==> config.mk <==
export PLATFORM = sky130hd
export DESIGN_NAME = sfb_boot_master
export DESIGN_NICKNAME = d
export VERILOG_FILES = /design/src/hw/sfb_pkg.sv /design/src/hw/sfb_boot_master.sv
export SDC_FILE = /design/constraint.sdc
export NUM_CORES = 1
export LEC_CHECK = 0
export BUFFER_PORTS_ARGS = -buffer_cell sky130_fd_sc_hd__buf_2
export CAP_MARGIN = 20
export CELL_PAD_IN_SITES_DETAIL_PLACEMENT = 1
export CELL_PAD_IN_SITES_GLOBAL_PLACEMENT = 1
export CORE_MARGIN = 2
export CORE_UTILIZATION = 53
export DETAILED_ROUTE_END_ITERATION = 8
export PLACE_DENSITY_LB_ADDON = 0.1
export SYNTH_ARGS = -nofsm -noshare
export SYNTH_HDL_FRONTEND = slang
export SYNTH_SLANG_ARGS = --single-unit
==> constraint.sdc <==
create_clock -name sys_clk -period 4.7 [get_ports sys_clk]
set_input_delay 0.235 -clock sys_clk [delete_from_list [all_inputs] [get_ports sys_clk]]
set_output_delay 0.235 -clock sys_clk [all_outputs]
set_load 0.03 [all_outputs]
==> src/hw/sfb_pkg.sv <==
package sfb_pkg;
  // ****************************************
  // Timing
  // ****************************************
  localparam int unsigned SYS_CLK_HZ   = 50_000_000;
  localparam int unsigned POR_LONG_MS  = 100;
  localparam int unsigned POR_SHORT_MS = 12;
  localparam longint unsigned POR_LONG_CYC =
    longint'(POR_LONG_MS) * longint'(SYS_CLK_HZ) / 64'd1000;
  localparam longint unsigned POR_SHORT_CYC =
    longint'(POR_SHORT_MS) * longint'(SYS_CLK_HZ) / 64'd1000;
  localparam int unsigned FAST_MAX_HZ  = 40_000_000;
  localparam int unsigned NORM_MAX_HZ  = 20_000_000;
  // Half period rounds up so the clock never exceeds its maximum
  localparam int unsigned FAST_HALF_CYC =
    (SYS_CLK_HZ + 2 * FAST_MAX_HZ - 1) / (2 * FAST_MAX_HZ);
  localparam int unsigned NORM_HALF_CYC =
    (SYS_CLK_HZ + 2 * NORM_MAX_HZ - 1) / (2 * NORM_MAX_HZ);
  localparam int unsigned INIT_CYC     = 299;
  // ****************************************
  // Boot schemes and flash command
  // ****************************************
  localparam logic [3:0]  SCH_FAST     = 4'h8;
  localparam logic [3:0]  SCH_FAST_RU  = 4'h9;
  localparam logic [3:0]  SCH_NORM     = 4'hD;
  localparam logic [3:0]  SCH_NORM_RU  = 4'hE;
  localparam logic [7:0]  READ_CMD     = 8'h03;
  localparam logic [23:0] START_ADDR   = 24'h000000;
  localparam int unsigned CMD_BITS     = 32;
  // ****************************************
  // Registers
  // ****************************************
  localparam logic [3:0]  REG_CTRL     = 4'h0;
  localparam logic [3:0]  REG_LEN      = 4'h4;
  localparam logic [3:0]  REG_STAT     = 4'h8;
  localparam logic [3:0]  REG_COUNT    = 4'hC;
  localparam int unsigned CTRL_COMP    = 0;
  localparam int unsigned CTRL_RECFG   = 1;
  localparam logic [23:0] LEN_RST      = 24'h000100;
  localparam int unsigned STAT_FAST    = 3;
  localparam int unsigned STAT_RU      = 4;
  localparam int unsigned STAT_OK      = 5;

  typedef enum logic [2:0] {
    ST_POR   = 3'h0,
    ST_RESET = 3'h1,
    ST_CMD   = 3'h2,
    ST_DATA  = 3'h3,
    ST_FLUSH = 3'h4,
    ST_WAITD = 3'h5,
    ST_INIT  = 3'h6,
    ST_USER  = 3'h7
  } sfb_state_t;
endpackage : sfb_pkg

==> src/hw/sfb_boot_master.sv <==
// Added by the designer: the placing of the registers and the Wishbone interface to the registers.
`timescale 1ns/1ns
// ****************************************
// Byte FIFO between link and decompressor
// ****************************************
module sfb_fifo #(
  parameter int W = 8,
  parameter int D = 16
) (
  input  wire logic         clk,
  input  wire logic         rstn,
  input  wire logic         clr,
  input  wire logic         in_valid,
  output logic              in_ready,
  input  wire logic [W-1:0] in_data,
  output logic              out_valid,
  input  wire logic         out_ready,
  output logic      [W-1:0] out_data
);
  localparam int AW = $clog2(D);
  logic [W-1:0]  mem_q [D];
  logic [AW-1:0] wr_q;
  logic [AW-1:0] rd_q;
  logic [AW:0]   cnt_q;
  logic          push;
  logic          pop;

  assign in_ready  = (cnt_q != (AW+1)'(D));
  assign out_valid = (cnt_q != '0);
  assign out_data  = mem_q[rd_q];
  assign push      = in_valid && in_ready;
  assign pop       = out_valid && out_ready;

  always_ff @(posedge clk) begin
    if (push) begin
      mem_q[wr_q] <= in_data;
    end
  end

  always_ff @(posedge clk or negedge rstn) begin
    if (!rstn) begin
      wr_q  <= '0;
      rd_q  <= '0;
      cnt_q <= '0;
    end else if (clr) begin
      wr_q  <= '0;
      rd_q  <= '0;
      cnt_q <= '0;
    end else begin
      if (push) begin
        wr_q <= (wr_q == AW'(D-1)) ? '0 : wr_q + 1'b1;
      end
      if (pop) begin
        rd_q <= (rd_q == AW'(D-1)) ? '0 : rd_q + 1'b1;
      end
      cnt_q <= cnt_q + (AW+1)'(push) - (AW+1)'(pop);
    end
  end
endmodule : sfb_fifo

// Summary of operation
// - 1000/1001 pick fast scheme, upgrade variant
// - 1101/1110 pick normal scheme, upgrade variant
// - Reset delay 100 ms low, 12 ms high
// - Reset holds status, done low; I/O off; status held low only in power-on reset or for an unknown scheme code
// - Pull-ups on after power-on reset until user mode, unless disable pin high
// - Reset, configure, initialize; reset on low
// - Release status after power-on reset
// - Device generates serial clock, is master
// - Scheme pins choose fast or normal source
// - Fast clock between 20 and 40 MHz
// - Read, decompress, load configuration memory
// - Four wires: clock, select, command, data
// - Commands leave on command output
// - Decompression stays available in this mode
// - Drive and capture on falling clock edge
// - Select driven low while configuring
// - Release done; initialize once seen high
module sfb_boot_master #(
  parameter int unsigned POR_LONG  = 32'(sfb_pkg::POR_LONG_CYC),
  parameter int unsigned POR_SHORT = 32'(sfb_pkg::POR_SHORT_CYC),
  parameter int          FIFO_W    = 8,
  parameter int          FIFO_D    = 16
) (
  input  wire logic        sys_clk,
  input  wire logic        rstn,
  input  wire logic [3:0]  wb_adr_i,
  input  wire logic [31:0] wb_dat_i,
  output logic      [31:0] wb_dat_o,
  input  wire logic [3:0]  wb_sel_i,
  input  wire logic        wb_we_i,
  input  wire logic        wb_cyc_i,
  input  wire logic        wb_stb_i,
  output logic             wb_ack_o,
  input  wire logic [3:0]  boot_scheme_select,
  input  wire logic        reset_delay_select,
  input  wire logic        weak_pullup_disable,
  input  wire logic        reconfig_n,
  input  wire logic        status_in,
  output logic             status_out,
  output logic             status_oe,
  input  wire logic        done_in,
  output logic             done_out,
  output logic             done_oe,
  output logic             boot_serial_clock,
  output logic             flash_select_out_n,
  output logic             command_serial_out,
  input  wire logic        flash_data_in,
  output logic             user_io_en,
  output logic             weak_pullup_en,
  output logic             remote_upgrade,
  output logic             cfg_valid,
  output logic [7:0]       cfg_data,
  input  wire logic        cfg_ready
);
  // ****************************************
  // Pin synchronisers
  // ****************************************
  localparam int NS = 10;
  logic [NS-1:0] pin_raw;
  logic [NS-1:0] s1_q;
  logic [NS-1:0] s2_q;
  logic [3:0]    scheme_s;
  logic          reconfig_s, status_s, done_s, reset_delay_select_s;
  logic          pudis_s, data_s;

  assign pin_raw = {boot_scheme_select, reset_delay_select,
                    weak_pullup_disable, reconfig_n, status_in,
                    done_in, flash_data_in};
  for (genvar i = 0; i < NS; i++) begin : g_sync
    always_ff @(posedge sys_clk or negedge rstn) begin
      if (!rstn) begin
        s1_q[i] <= 1'b0;
        s2_q[i] <= 1'b0;
      end else begin
        s1_q[i] <= pin_raw[i];
        s2_q[i] <= s1_q[i];
      end
    end
  end
  assign {scheme_s, reset_delay_select_s, pudis_s, reconfig_s, status_s,
          done_s, data_s} = s2_q;

  // ****************************************
  // Registers and state
  // ****************************************
  sfb_pkg::sfb_state_t st_q;
  logic        comp_q, soft_q, fast_q, ru_q, ack_q;
  logic [23:0] len_q, rx_bytes_q;
  logic [31:0] por_cnt_q;
  logic [8:0]  init_cnt_q;
  logic [1:0]  div_q;
  logic        boot_serial_clock_q, fall_p_q, cap_q, pend_q;
  logic [27:0] fall_cnt_q;
  logic [26:0] rx_bits_q;
  logic [31:0] cmd_sr_q;
  logic [6:0]  rx_sr_q;
  logic [7:0]  pend_data_q;
  logic [6:0]  run_q;
  logic        cfg_valid_q;
  logic [7:0]  cfg_data_q;
  logic        scheme_ok, scheme_fast, active, last_fall, stall;
  logic        toggle, wb_req, fifo_clr;
  logic        f_in_ready, f_out_valid, f_out_ready;
  logic [7:0]  f_out_data;
  logic [1:0]  half;
  logic [27:0] total_falls;

  // Unknown scheme codes keep the block in reset with status low
  assign scheme_fast = (scheme_s == sfb_pkg::SCH_FAST) ||
                       (scheme_s == sfb_pkg::SCH_FAST_RU);
  assign scheme_ok   = scheme_fast ||
                       (scheme_s == sfb_pkg::SCH_NORM) ||
                       (scheme_s == sfb_pkg::SCH_NORM_RU);
  assign active      = (st_q == sfb_pkg::ST_CMD) ||
                       (st_q == sfb_pkg::ST_DATA);
  assign total_falls = 28'(sfb_pkg::CMD_BITS) + {1'b0, len_q, 3'h0};
  assign last_fall   = (st_q == sfb_pkg::ST_DATA) &&
                       (fall_cnt_q == total_falls);
  // Clock parks low while a byte waits for FIFO room
  assign stall  = !boot_serial_clock_q && (pend_q || last_fall);
  assign half   = fast_q ? 2'(sfb_pkg::FAST_HALF_CYC)
                         : 2'(sfb_pkg::NORM_HALF_CYC);
  assign toggle = active && (div_q == half - 2'h1) && !stall;
  assign wb_req = wb_cyc_i && wb_stb_i;

  // ****************************************
  // Wishbone slave
  // ****************************************
  always_ff @(posedge sys_clk or negedge rstn) begin
    if (!rstn) begin
      ack_q    <= 1'b0;
      wb_dat_o <= 32'h0;
    end else begin
      ack_q    <= wb_req && !ack_q;
      wb_dat_o <= 32'h0;
      if (wb_req && !ack_q && !wb_we_i) begin
        if (wb_adr_i == sfb_pkg::REG_CTRL) begin
          wb_dat_o <= {30'h0, 1'b0, comp_q};
        end else if (wb_adr_i == sfb_pkg::REG_LEN) begin
          wb_dat_o <= {8'h00, len_q};
        end else if (wb_adr_i == sfb_pkg::REG_STAT) begin
          wb_dat_o <= {26'h0, scheme_ok, ru_q, fast_q, st_q};
        end else if (wb_adr_i == sfb_pkg::REG_COUNT) begin
          wb_dat_o <= {8'h00, rx_bytes_q};
        end
      end
    end
  end
  assign wb_ack_o = ack_q;

  always_ff @(posedge sys_clk or negedge rstn) begin
    if (!rstn) begin
      comp_q <= 1'b0;
      soft_q <= 1'b0;
      len_q  <= sfb_pkg::LEN_RST;
    end else begin
      soft_q <= 1'b0;
      if (wb_req && !ack_q && wb_we_i) begin
        if (wb_adr_i == sfb_pkg::REG_CTRL && wb_sel_i[0]) begin
          comp_q <= wb_dat_i[sfb_pkg::CTRL_COMP];
          soft_q <= wb_dat_i[sfb_pkg::CTRL_RECFG];
        end else if (wb_adr_i == sfb_pkg::REG_LEN) begin
          for (int b = 0; b < 3; b++) begin
            if (wb_sel_i[b]) begin
              len_q[8*b +: 8] <= wb_dat_i[8*b +: 8];
            end
          end
        end
      end
    end
  end

  // ****************************************
  // Configuration sequence
  // ****************************************
  always_ff @(posedge sys_clk or negedge rstn) begin
    if (!rstn) begin
      st_q       <= sfb_pkg::ST_POR;
      por_cnt_q  <= 32'h0;
      init_cnt_q <= 9'h0;
      fast_q     <= 1'b0;
      ru_q       <= 1'b0;
    end else begin
      case (st_q)
        sfb_pkg::ST_POR: begin
          por_cnt_q <= por_cnt_q + 32'h1;
          if (por_cnt_q >= (reset_delay_select_s ? POR_SHORT : POR_LONG)) begin
            st_q <= sfb_pkg::ST_RESET;
          end
        end
        sfb_pkg::ST_RESET: begin
          if (reconfig_s && status_s && scheme_ok && !soft_q) begin
            st_q   <= sfb_pkg::ST_CMD;
            fast_q <= scheme_fast;
            ru_q   <= (scheme_s == sfb_pkg::SCH_FAST_RU) ||
                      (scheme_s == sfb_pkg::SCH_NORM_RU);
          end
        end
        default: begin
          if (!reconfig_s || !status_s || soft_q) begin
            st_q <= sfb_pkg::ST_RESET;
          end else begin
            case (st_q)
              sfb_pkg::ST_CMD: begin
                if (toggle && boot_serial_clock_q &&
                    fall_cnt_q == 28'(sfb_pkg::CMD_BITS - 1)) begin
                  st_q <= sfb_pkg::ST_DATA;
                end
              end
              sfb_pkg::ST_DATA: begin
                if (last_fall && !pend_q && !cap_q && !fall_p_q) begin
                  st_q <= sfb_pkg::ST_FLUSH;
                end
              end
              sfb_pkg::ST_FLUSH: begin
                if (!f_out_valid && run_q == 7'h0 && !cfg_valid_q) begin
                  st_q <= sfb_pkg::ST_WAITD;
                end
              end
              sfb_pkg::ST_WAITD: begin
                init_cnt_q <= 9'h0;
                if (done_s) begin
                  st_q <= sfb_pkg::ST_INIT;
                end
              end
              sfb_pkg::ST_INIT: begin
                init_cnt_q <= init_cnt_q + 9'h1;
                if (init_cnt_q == 9'(sfb_pkg::INIT_CYC - 1)) begin
                  st_q <= sfb_pkg::ST_USER;
                end
              end
              default: begin
                st_q <= st_q;
              end
            endcase
          end
        end
      endcase
    end
  end

  // ****************************************
  // Serial link
  // ****************************************
  always_ff @(posedge sys_clk or negedge rstn) begin
    if (!rstn) begin
      div_q      <= 2'h0;
      boot_serial_clock_q     <= 1'b0;
      fall_p_q   <= 1'b0;
      fall_cnt_q <= 28'h0;
      cmd_sr_q   <= 32'h0;
    end else if (!active) begin
      div_q      <= 2'h0;
      boot_serial_clock_q     <= 1'b0;
      fall_p_q   <= 1'b0;
      fall_cnt_q <= 28'h0;
      cmd_sr_q   <= {sfb_pkg::READ_CMD, sfb_pkg::START_ADDR};
    end else begin
      div_q    <= (toggle || div_q == half - 2'h1) ? 2'h0
                                                  : div_q + 2'h1;
      fall_p_q <= 1'b0;
      if (toggle) begin
        boot_serial_clock_q <= !boot_serial_clock_q;
        if (boot_serial_clock_q) begin
          fall_cnt_q <= fall_cnt_q + 28'h1;
          cmd_sr_q   <= {cmd_sr_q[30:0], 1'b0};
          fall_p_q   <= (fall_cnt_q >= 28'(sfb_pkg::CMD_BITS));
        end
      end
    end
  end
  assign boot_serial_clock  = boot_serial_clock_q;
  assign flash_select_out_n = !active;
  assign command_serial_out = cmd_sr_q[31];

  // Capture two cycles after the fall: synchroniser latency
  always_ff @(posedge sys_clk or negedge rstn) begin
    if (!rstn) begin
      cap_q       <= 1'b0;
      rx_sr_q     <= 7'h0;
      rx_bits_q   <= 27'h0;
      rx_bytes_q  <= 24'h0;
      pend_q      <= 1'b0;
      pend_data_q <= 8'h00;
    end else if (st_q == sfb_pkg::ST_RESET) begin
      cap_q      <= 1'b0;
      rx_bits_q  <= 27'h0;
      rx_bytes_q <= 24'h0;
      pend_q     <= 1'b0;
    end else begin
      cap_q <= fall_p_q;
      if (pend_q && f_in_ready) begin
        pend_q <= 1'b0;
      end
      if (cap_q) begin
        rx_sr_q   <= {rx_sr_q[5:0], data_s};
        rx_bits_q <= rx_bits_q + 27'h1;
        if (rx_bits_q[2:0] == 3'h7) begin
          pend_q      <= 1'b1;
          pend_data_q <= {rx_sr_q, data_s};
          rx_bytes_q  <= rx_bytes_q + 24'h1;
        end
      end
    end
  end

  assign fifo_clr = (st_q == sfb_pkg::ST_RESET);
  sfb_fifo #(.W(FIFO_W), .D(FIFO_D)) u_fifo (
    .clk       (sys_clk),
    .rstn      (rstn),
    .clr       (fifo_clr),
    .in_valid  (pend_q),
    .in_ready  (f_in_ready),
    .in_data   (pend_data_q),
    .out_valid (f_out_valid),
    .out_ready (f_out_ready),
    .out_data  (f_out_data)
  );

  // ****************************************
  // Decompression and configuration memory
  // ****************************************
  // Compressed byte with top bit set expands to that many plus one zeros
  assign f_out_ready = (run_q == 7'h0) && (!cfg_valid_q || cfg_ready);
  always_ff @(posedge sys_clk or negedge rstn) begin
    if (!rstn) begin
      run_q       <= 7'h0;
      cfg_valid_q <= 1'b0;
      cfg_data_q  <= 8'h00;
    end else if (fifo_clr) begin
      run_q       <= 7'h0;
      cfg_valid_q <= 1'b0;
    end else if (!cfg_valid_q || cfg_ready) begin
      cfg_valid_q <= 1'b0;
      if (run_q != 7'h0) begin
        run_q       <= run_q - 7'h1;
        cfg_valid_q <= 1'b1;
        cfg_data_q  <= 8'h00;
      end else if (f_out_valid) begin
        cfg_valid_q <= 1'b1;
        if (comp_q && f_out_data[7]) begin
          run_q      <= f_out_data[6:0];
          cfg_data_q <= 8'h00;
        end else begin
          cfg_data_q <= f_out_data;
        end
      end
    end
  end
  assign cfg_valid = cfg_valid_q;
  assign cfg_data  = cfg_data_q;

  // ****************************************
  // Open-drain lines and I/O control
  // ****************************************
  assign status_out     = 1'b0;
  assign status_oe      = (st_q == sfb_pkg::ST_POR) ||
                          (st_q == sfb_pkg::ST_RESET && !scheme_ok);
  assign done_out       = 1'b0;
  assign done_oe        = (st_q < sfb_pkg::ST_WAITD);
  assign user_io_en     = (st_q == sfb_pkg::ST_USER);
  assign weak_pullup_en = (st_q != sfb_pkg::ST_POR) &&
                          (st_q != sfb_pkg::ST_USER) && !pudis_s;
  assign remote_upgrade = ru_q;
endmodule : sfb_boot_master

Yosys cells after proc, flatten, opt, wreduce, memory -nomap -nowiden
Memories as Yosys holds them, arrays and structs flattened.
Index checks and enable logic that the tools add are counted.

word-level totals
  flip-flop bits (word level) = 286
  latch bits = 0
  RAM bits = 128
  memory bits (read-only) = 0
  input port bits = 56
  output and inout bits = 52
  word-level logic and storage cells = 248
  memories kept = 1

operators by class
  $add $sub $neg = 13
  multipliers = 0
  div/mod/pow operators = 0
  $lt $le $gt $ge = 3
  equal/unequal tests = 32
  shift operators = 0
  multiplexer cells = 64
  bitwise operators = 4
  reductions and logical operators = 82

memory list
  memory        depth  bits a word  read ports  clocked after Yosys merged registers in  write ports  line                   source
  u_fifo.mem_q  16     8            1           0                                        1            sfb_boot_master.sv:21  logic [W-1:0] mem_q [D];

operators with widths
  operator                 number
  $mux W24                 8
  $mux W32                 3
  $mux W28                 3
  $mux W27                 2
  $mux W7                  5
  $add A32 B1 Y32 const B  1
  $eq A4 B4 Y1 const B     8
  $ge A32 B23 Y1           1
  $add A28 B1 Y28 const B  1
  $add A6 B27 Y28 const A  1
  $eq A28 B28 Y1           1
  $eq A28 B5 Y1 const B    1
  $ge A28 B6 Y1 const B    1
  $add A27 B1 Y27 const B  1
  $logic_and A1 B1 Y1      26
  $add A24 B1 Y24 const B  1
  $mux W3                  8
  $mux W4                  6
  $mux W8                  3
  $mux W23                 1
  $ne A5 B5 Y1 const B     4
  $mux W1                  18
  $pmux W9 S2              1
  $eq A3 B3 Y1 const B     5
  other kinds (37)         88

Depth between registers and ports, before layout
Gate-level depths: netlist (run 1).

  depth in word-level cells = 13
  mapped depth = 15
  mapped depth without buffers = 15

By module
From an unflattened synthesis (run 1), not the netlist that was laid out.

unflattened totals
  cell total of the unflattened synthesis = 1384
  area total of the unflattened synthesis = 16575.9 µm²

modules (own cells, without submodules)
  module           times used  cells an instance  area each (µm²)  sequential area each (µm²)
  sfb_boot_master  1           1043               10664.0          5431.5
  sfb_fifo         1           341                5911.9           4169.0

Worst setup path after synthesis (run 1)
Ideal clock, no wire load.

  path kind = register to register
  start point = reg run_q[0]
  end point = reg u_fifo.cnt_q[4]
  arrival = 2.929 ns
  data required time = 4.622 ns
  slack = 1.693 ns
  stages on the path, launching flop included = 16
  clock period less this slack = 3.007 ns
  cells stage by stage = dfrtp_1 > inv_1 > ha_1 > inv_1 > or3_1 > nor4_1 > nand3_1 > inv_1 > ha_1 > inv_1 > ha_1 > fa_1 > a21oi_1 > nor2_1 > or3_1 > a21oi_1

on the way
  word-level cells in the longest chain between the ends = 5

ends and longest elaborated chain
  element                   line                    source
  start: declaration        sfb_boot_master.sv:159  logic [6:0] run_q;
  start signal: assignment  sfb_boot_master.sv:397  run_q <= run_q - 7'h1;
  start signal: assignment  sfb_boot_master.sv:403  run_q <= f_out_data[6:0];
  $logic_not A7 Y1          sfb_boot_master.sv:385  assign f_out_ready = (run_q == 7'h0) && (!cfg_valid_q || cfg_ready);
  $logic_and A1 B1 Y1       sfb_boot_master.sv:385
  $logic_and A1 B1 Y1       sfb_boot_master.sv:32   assign pop = out_valid && out_ready;
  $sub A5 B1 Y5             sfb_boot_master.sv:56   cnt_q <= cnt_q + (AW+1)'(push) - (AW+1)'(pop);
  $mux W5                   sfb_boot_master.sv:45   end else if (clr) begin
  end signal: assignment    sfb_boot_master.sv:56
  end: declaration          sfb_boot_master.sv:24   logic [AW:0] cnt_q;

Every way passes these cells.
A chain may end at the register's enable or synchronous reset.

Worst setup path after layout (run 1)
Same ends and word-level chain as after synthesis.

==> results of run 1 <==
==> cells by family (layout without fill, tap and decap cells) <==
| family | Yosys count | count (layout) | share of synthesized area (%) |
|---|---|---|---|
| and+or+nand+nor | 459 | 459 | 14.23 |
| DFF | 358 | 358 | 58.76 |
| AOI/OAI and AO/OA | 183 | 183 | 7.275 |
| xor gates and xnor gates | 119 | 119 | 6.379 |
| buffers and inverters | 109 | 257 | 2.864 |
| muxes | 90 | 90 | 8.056 |
| adders and majority gates | 31 | 31 | 2.420 |
| other | 1 | 10 | 0.02295 |
==> final timing paths <==
kind / start / to / slack (ns) / depth (start not counted)
max in group asynchronous: rstn / len_q[8] / 3.57 / 4
min reg2reg: s1_q[2] / status_s / 0.35 / 0
max reg2reg: run_q[0] / u_fifo.cnt_q[4] / 1.33 / 15
max: run_q[0] / u_fifo.cnt_q[4] / 1.33 / 15
min in group asynchronous: rstn / por_cnt_q[29] / 0.19 / 2
min: wb_stb_i / wb_ack_o / 0.04 / 3
==> stage by stage <==
step	utilization, %	power (W)	setup WS, ns	area (um^2)	hold WS, ns
floorplan	-	0.004060	1.693	16370	-0.06059
global placement	56.24	0.004245	1.398	17160	0.1399
detailed placement	56.29	0.004282	1.371	17170	0.1404
CTS	61.85	0.007505	1.332	18870	0.02898
global route	61.94	0.007729	1.021	18900	0.06354
finish	61.94	0.007445	1.334	18900	0.04058
==> sequential cells by signal, indices dropped and copies added, names as in the netlist, 8 cells and up <==
signal        count
fall_cnt_q       28
u_fifo.mem_q    128
por_cnt_q        32
cfg_data          8
len_q            24
init_cnt_q        9
rx_bytes_q       24
pend_data_q       8
cmd_sr_q          8
wb_dat_o         24
s1_q             10
==> per-layer routing <==
| metal | share of wire, % | routed length, um |
|---|---|---|
| met3 | 4.1 | 1696 |
| met4 | 2.5 | 1017 |
| met5 | 0 | 0 |
| met2 | 48 | 19950 |
| met1 | 45 | 18750 |
==> worst max-delay path: cells and delay by family (launching register included) <==
| family | cells | cell delay [ns] |
|---|---|---|
| simple gates | 5 | 1.33 |
| fa+ha+maj | 4 | 0.90 |
| flops | 1 | 0.41 |
| buf+inv | 4 | 0.36 |
| compound gates | 2 | 0.30 |
==> placed cells by master, fill, tap and decap left out, types with 46 or more instances in the layout <==
cell type	instances
sky130_fd_sc_hd__edfxtp_1	128
sky130_fd_sc_hd__xnor2_1	56
sky130_fd_sc_hd__dfrtp_1	228
sky130_fd_sc_hd__a21oi_1	46
sky130_fd_sc_hd__buf_2	87
sky130_fd_sc_hd__nor2_1	110
sky130_fd_sc_hd__nand2_1	113
sky130_fd_sc_hd__nand3_1	51
sky130_fd_sc_hd__xor2_1	63
==> what timing repair did <==
| action | in CTS | in global routing |
|---|---|---|
| hold endpoints to repair | 75 | 0 |
| setup buffers | 0 | 0 |
| gates resized for setup | 0 | 0 |
| hold buffers | 35 | 0 |
==> area by class of cell <==
class	instances	area (um^2)	share of cell area (%)
clock buffer	54	1114	5.893
clock inverter	18	232.7	1.232
inverter	42	157.7	0.8343
multi-input combinational	892	6312	33.40
sequential	358	9602	50.81
tap	396	495.5	2.622
timing repair buffer	143	983.4	5.204
==> power breakdown <==
| part | leakage (nW) | internal (W) | switching (W) |
|---|---|---|---|
| sequential | 3.98 | 0.00332 | 0.000162 |
| combinational | 2.94 | 0.000355 | 0.000415 |
| clock | 0.658 | 0.00194 | 0.00126 |
==> run summary, run 1 <==
## GRT
* met3 usage: 3.647%
* gr ovfl total: 0
* vias in the first global route: 11858
* met2 Use GR: 41.62%
* GRT Overall Usage: 25.88%
* GRT Max-Usage Layer: met2
* antenna violations before repair: 0
* wire length of the first global-routing pass: 66760 um
* largest net degree at the start of global routing: 111
* Global Route met1 Usage: 37.10%

## Drt
* Initial DRT Pass Iterations: 5
* drt via density: 5.940
* ANT nets after route: 0
* total detailed-routing wirelength: 41420 um
* count of vias placed by the detailed router: 11304
* DRC Markers: 0
* wire length per cell: 21.77 um
* First DRT Iteration DRCs: 726

## Floorplan
* placement row count: 64
* Top Ports: 108
* initial core utilization: 53.56%
* area of the core: 0.03051 mm^2
* Chip Width: 179.6 um
* area enclosed by the die boundary: 0.03225 mm^2
* chip height: 179.6 um

## Final layout
* Area Overhead vs Synth: 15.65%
* count of filler cells inserted in the layout: 3076
* share of layout cells above drive strength 1: 17.05%
* count of inserted antenna diode cells: 0
* final cell count without fillers: 1903
* Net count, final: 1563

## STA
* summed negative setup slack over all endpoints: 0 ns
* Final Critical Period: 3.366 ns
* worst-case headroom to the max-slew limit: 37.42%
* Period Utilization, post-route: 71.61%
* Setup violations, final: 0
* final worst clock skew: 0.02549 ns
* actual transition at the worst max-transition pin: 0.9353 ns
* unrepaired setup endpoints after global routing: false
* top achievable clock speed: 0.2971 GHz
* pins over their slew limit: 0
* Final Hold Violating Endpoints: 0

## Place
* Final Wtd Congestion: 0.8270
* I/O Buffers: 88
* Post-DP HPWL: 27730 um
* number of cells in the design after placement: 1795

## Critical path
* kind of end point of the critical path: flip-flop
* Worst path most repeated cell: sky130_fd_sc_hd__inv_1
* type of element launching the critical path: flip-flop
* slowest stage cell, crit path: sky130_fd_sc_hd__dfrtp_1
* Worst EP required: 5.14 ns
* worst path arrival time: 3.80 ns
* critical path, cell by cell: inv_1, ha_1, inv_1, or3_1, nor4_1, nand3_1, inv_1, ha_1, inv_1, ha_1, fa_1, a21oi_1, nor2_1, or3_1, a21oi_1
* startpoint-to-endpoint class of the critical path: flip-flop to flip-flop
* stage delay of the slowest cell on the critical path: 0.41 ns
* largest driver fanout on the critical path: 5

## Yosys
* per-instance average area after synthesis: 12.10 um^2
* number of enable-type register cells in the synthesized netlist: 128
* post-synthesis cell type with the largest combined area: sky130_fd_sc_hd__dfrtp_1
* fraction of registers with async set/reset: 64.25%
* sequential element share of the synthesized area: 58.76%
* Synth top cells by count: sky130_fd_sc_hd__dfrtp_1, sky130_fd_sc_hd__edfxtp_1, sky130_fd_sc_hd__nand2_1
* Synth Instances: 1350
* top cells by area, synth: sky130_fd_sc_hd__dfrtp_1, sky130_fd_sc_hd__edfxtp_1, sky130_fd_sc_hd__mux4_2, sky130_fd_sc_hd__xor2_1, sky130_fd_sc_hd__xnor2_1
* flip-flop and latch count after synthesis: 358
* top_reg_cell synth: sky130_fd_sc_hd__dfrtp_1
* area share of the leading cell type in the synthesized netlist: 35.07%
* yosys warns: 0
* most common cell in the synthesized netlist: sky130_fd_sc_hd__dfrtp_1
* Syn Std Cell Area: 0.01634 mm^2
* Synth cell types: 74

## Pwr
* worst vdd ir: 0.0004801 V
* Pwr per Cell Area: 394.0 mW/mm^2
* leakage power total: 7.583 nW

## Clock network
* Clock Root Buffer: sky130_fd_sc_hd__clkbuf_16
* clock sink count: 358
* worst-skew pair later-pin latency: 0.54 ns
* clock transition at the registers of the reported paths: 0.06 ns
* TritonCTS clock tree: done
* CTS buffer count: 39
* H-tree levels: 2
* Clock Tree Buf Depth: 3

## Run
* number of max-cap violations: 0

## Status
* outcome: completed

## Min path
* kind of path behind the tightest hold check: primary input to flip-flop

Power figures use the tool's default switching activity.
==> run 2, diff against run 1 <==
--- a/config.mk
+++ b/config.mk
@@ -10,7 +10,7 @@
 export CELL_PAD_IN_SITES_DETAIL_PLACEMENT = 1
 export CELL_PAD_IN_SITES_GLOBAL_PLACEMENT = 1
 export CORE_MARGIN = 2
-export CORE_UTILIZATION = 53
+export CORE_UTILIZATION = 50
 export DETAILED_ROUTE_END_ITERATION = 8
 export PLACE_DENSITY_LB_ADDON = 0.1
 export SYNTH_ARGS = -nofsm -noshare
==> constraint.sdc (replaced) <==
create_clock -name sys_clk -period 3.2 [get_ports sys_clk]
set_input_delay 0.16 -clock sys_clk [delete_from_list [all_inputs] [get_ports sys_clk]]
set_output_delay 0.16 -clock sys_clk [all_outputs]
set_load 0.03 [all_outputs]
==> run summary, run 2 (same netlist as run 1, synthesis figures left out) <==
## Critical path
* startpoint-to-endpoint class of the critical path: flip-flop to flip-flop
* kind of end point of the critical path: flip-flop
* largest driver fanout on the critical path: 4
* CP bufs+invs: 4
* first element of the critical path: run_q[0]
* worst r2r src: run_q[0]
* stage delay of the slowest cell on the critical path: 0.41 ns
* crit-path leading delay family: simple AND/OR/NAND/NOR gates
* slowest stage cell, crit path: sky130_fd_sc_hd__dfrtp_1
* worst reg-to-reg setup slack: -0.07 ns
* worst path arrival time: 3.75 ns
* Worst EP required: 3.69 ns
* type of element launching the critical path: flip-flop
* critical path, cell by cell: inv_2, ha_4, inv_2, or3_4, nor4_4, nand3_2, inv_2, ha_4, inv_4, ha_4, fa_2, a21oi_2, nor2_2, or3_1, a21oi_2

## GRT
* vias in the first global route: 12192
* wire length of the first global-routing pass: 66820 um
* largest net degree at the start of global routing: 84
* GRT Overall Usage: 25.15%
* gr ovfl total: 0
* antenna violations before repair: 1

## STA
* Setup violations, final: 1
* final worst clock skew: 0.02615 ns
* Final Critical Period: 3.265 ns
* unrepaired setup endpoints after global routing: true
* Period Utilization, post-route: 102.0%
* summed negative setup slack over all endpoints: -0.06536 ns
* Final Hold Violating Endpoints: 0
* least setup slack across all paths after layout: -0.06536 ns
* worst-case headroom to the max-slew limit: 48.40%
* top achievable clock speed: 0.3062 GHz
* actual transition at the worst max-transition pin: 0.7718 ns
* pins over their slew limit: 0

## Clock network
* Clock Root Buffer: sky130_fd_sc_hd__clkbuf_16
* clock sink count: 358
* Clock Tree Buf Depth: 3
* CTS buffer count: 40
* H-tree levels: 2
* TritonCTS clock tree: done
* clock transition at the registers of the reported paths: 0.06 ns
* worst-skew pair later-pin latency: 0.56 ns

## Floorplan
* chip height: 184.8 um
* Top Ports: 108
* initial core utilization: 50.48%
* Chip Width: 184.8 um
* placement row count: 66
* area enclosed by the die boundary: 0.03414 mm^2
* area of the core: 0.03237 mm^2

## Final layout
* most frequent cells in the layout: sky130_fd_sc_hd__dfrtp_1, sky130_fd_sc_hd__edfxtp_1, sky130_fd_sc_hd__nand2_1
* Net count, final: 1603
* share of layout cells above drive strength 1: 20.10%
* total area of multi-input combinational cells: 0.006396 mm^2
* area of all sequential standard cells: 0.009602 mm^2
* max reg flops: 128
* count of filler cells inserted in the layout: 3323
* Area Overhead vs Synth: 18.91%
* final core occ: 60.02%
* Reg with most FFs: u_fifo.mem_q
* registers with the most flip-flops: u_fifo.mem_q x128, por_cnt_q x32, fall_cnt_q x28
* most common cell after layout, fill and taps aside: sky130_fd_sc_hd__dfrtp_1

## Drt
* ANT nets after route: 0
* wire length per cell: 21.38 um
* drt via density: 5.750
* total detailed-routing wirelength: 42540 um
* Initial DRT Pass Iterations: 5
* DRC Markers: 0
* count of vias placed by the detailed router: 11443
* First DRT Iteration DRCs: 689

## Place
* Post-DP HPWL: 28290 um
* I/O Buffers: 88
* Final Wtd Congestion: 0.8288

## Status
* outcome: finished, violations left
* violations in the final reports: negative setup slack

## Pwr
* worst vdd ir: 0.0004193 V
* leakage power total: 7.830 nW
* Pwr per Cell Area: 589.1 mW/mm^2

## Min path
* source of the worst hold timing path: wb_we_i
* kind of path behind the tightest hold check: primary input to flip-flop

## Run
* number of max-cap violations: 0

-- run 2: cell count changes in the layout (fill, tap and decap cells not counted), moves of 3 or more --
cell,previous run,this run
sky130_fd_sc_hd__buf_4,18,54
sky130_fd_sc_hd__clkinv_2,4,7
sky130_fd_sc_hd__dlygate4sd3_1,35,38
sky130_fd_sc_hd__ha_1,30,27
sky130_fd_sc_hd__ha_4,0,3
sky130_fd_sc_hd__inv_1,40,35
sky130_fd_sc_hd__inv_2,1,5
sky130_fd_sc_hd__inv_6,3,0
-- run 2: final timing paths --
kind	end	depth (start not counted)
min in group asynchronous	por_cnt_q[26]	2
worst max register to register	u_fifo.cnt_q[4]	15
worst min register to register	data_s	0
worst max-delay path	u_fifo.cnt_q[4]	15
max in group asynchronous	len_q[8]	3
worst min-delay path	wb_dat_o[0]	3
-- run 2: stage by stage --
stage | area, um^2 | hold WS [ns] | setup slack, ns | power, W | cells
floorplan | 16370 | -0.1356 | 0.1933 | 0.005963 | 1359
global placement | 17480 | 0.1770 | 0.1126 | 0.006293 | 1872
detailed placement | 17480 | 0.1727 | -0.03552 | 0.006342 | 1872
CTS | 19300 | 0.01294 | 0.01983 | 0.01137 | 1983
global route | 19430 | 0.03896 | -0.1820 | 0.01186 | 1990
finish | 19430 | 0.03357 | -0.06536 | 0.01145 | 1990
-- run 2: routing by layer --
metal	track usage [%]	vias to the layer above	routed length (um)
met5	0	-	0
met4	7.429	0	921
met3	3.539	71	1635
met2	40.79	256	20400
met1	35.48	5908	19590
li1	-	5208	-
-- run 2: timing repair --
item                                    in CTS  in global routing
setup buffers                                0                  6
endpoints found under the setup margin       1                  2
hold buffers                                38                  0
pin swaps                                    0                 10
gates resized for setup                      1                 19
endpoints found under the hold margin      108                  0
-- run 2: final cells by class --
cell class	instances	share of cell area (%)
Antenna cell	1	0.01288
Sequential cell	358	49.42
Timing Repair Buffer	182	6.568
Multi-Input combinational cell	892	32.92
Clock inverter	21	1.719
Clock buffer	52	5.693
Tap cell	442	2.846
Inverter	42	0.8243
-- run 2: worst reg2reg max path, stage by stage, from the launching register on --
cell and delay [ns]:
sky130_fd_sc_hd__dfrtp_1 0.41, sky130_fd_sc_hd__inv_2 0.10, sky130_fd_sc_hd__ha_4 0.14, sky130_fd_sc_hd__inv_2 0.04, sky130_fd_sc_hd__or3_4 0.38, sky130_fd_sc_hd__nor4_4 0.38, sky130_fd_sc_hd__nand3_2 0.17, sky130_fd_sc_hd__inv_2 0.13
sky130_fd_sc_hd__ha_4 0.15, sky130_fd_sc_hd__inv_4 0.03, sky130_fd_sc_hd__ha_4 0.15, sky130_fd_sc_hd__fa_2 0.38, sky130_fd_sc_hd__a21oi_2 0.19, sky130_fd_sc_hd__nor2_2 0.06, sky130_fd_sc_hd__or3_1 0.38, sky130_fd_sc_hd__a21oi_2 0.12
-- run 2: power by group --
group,internal [W],switching [W]
clock,0.00304,0.00195
combinational,0.000631,0.000732
sequential,0.00487,0.000218
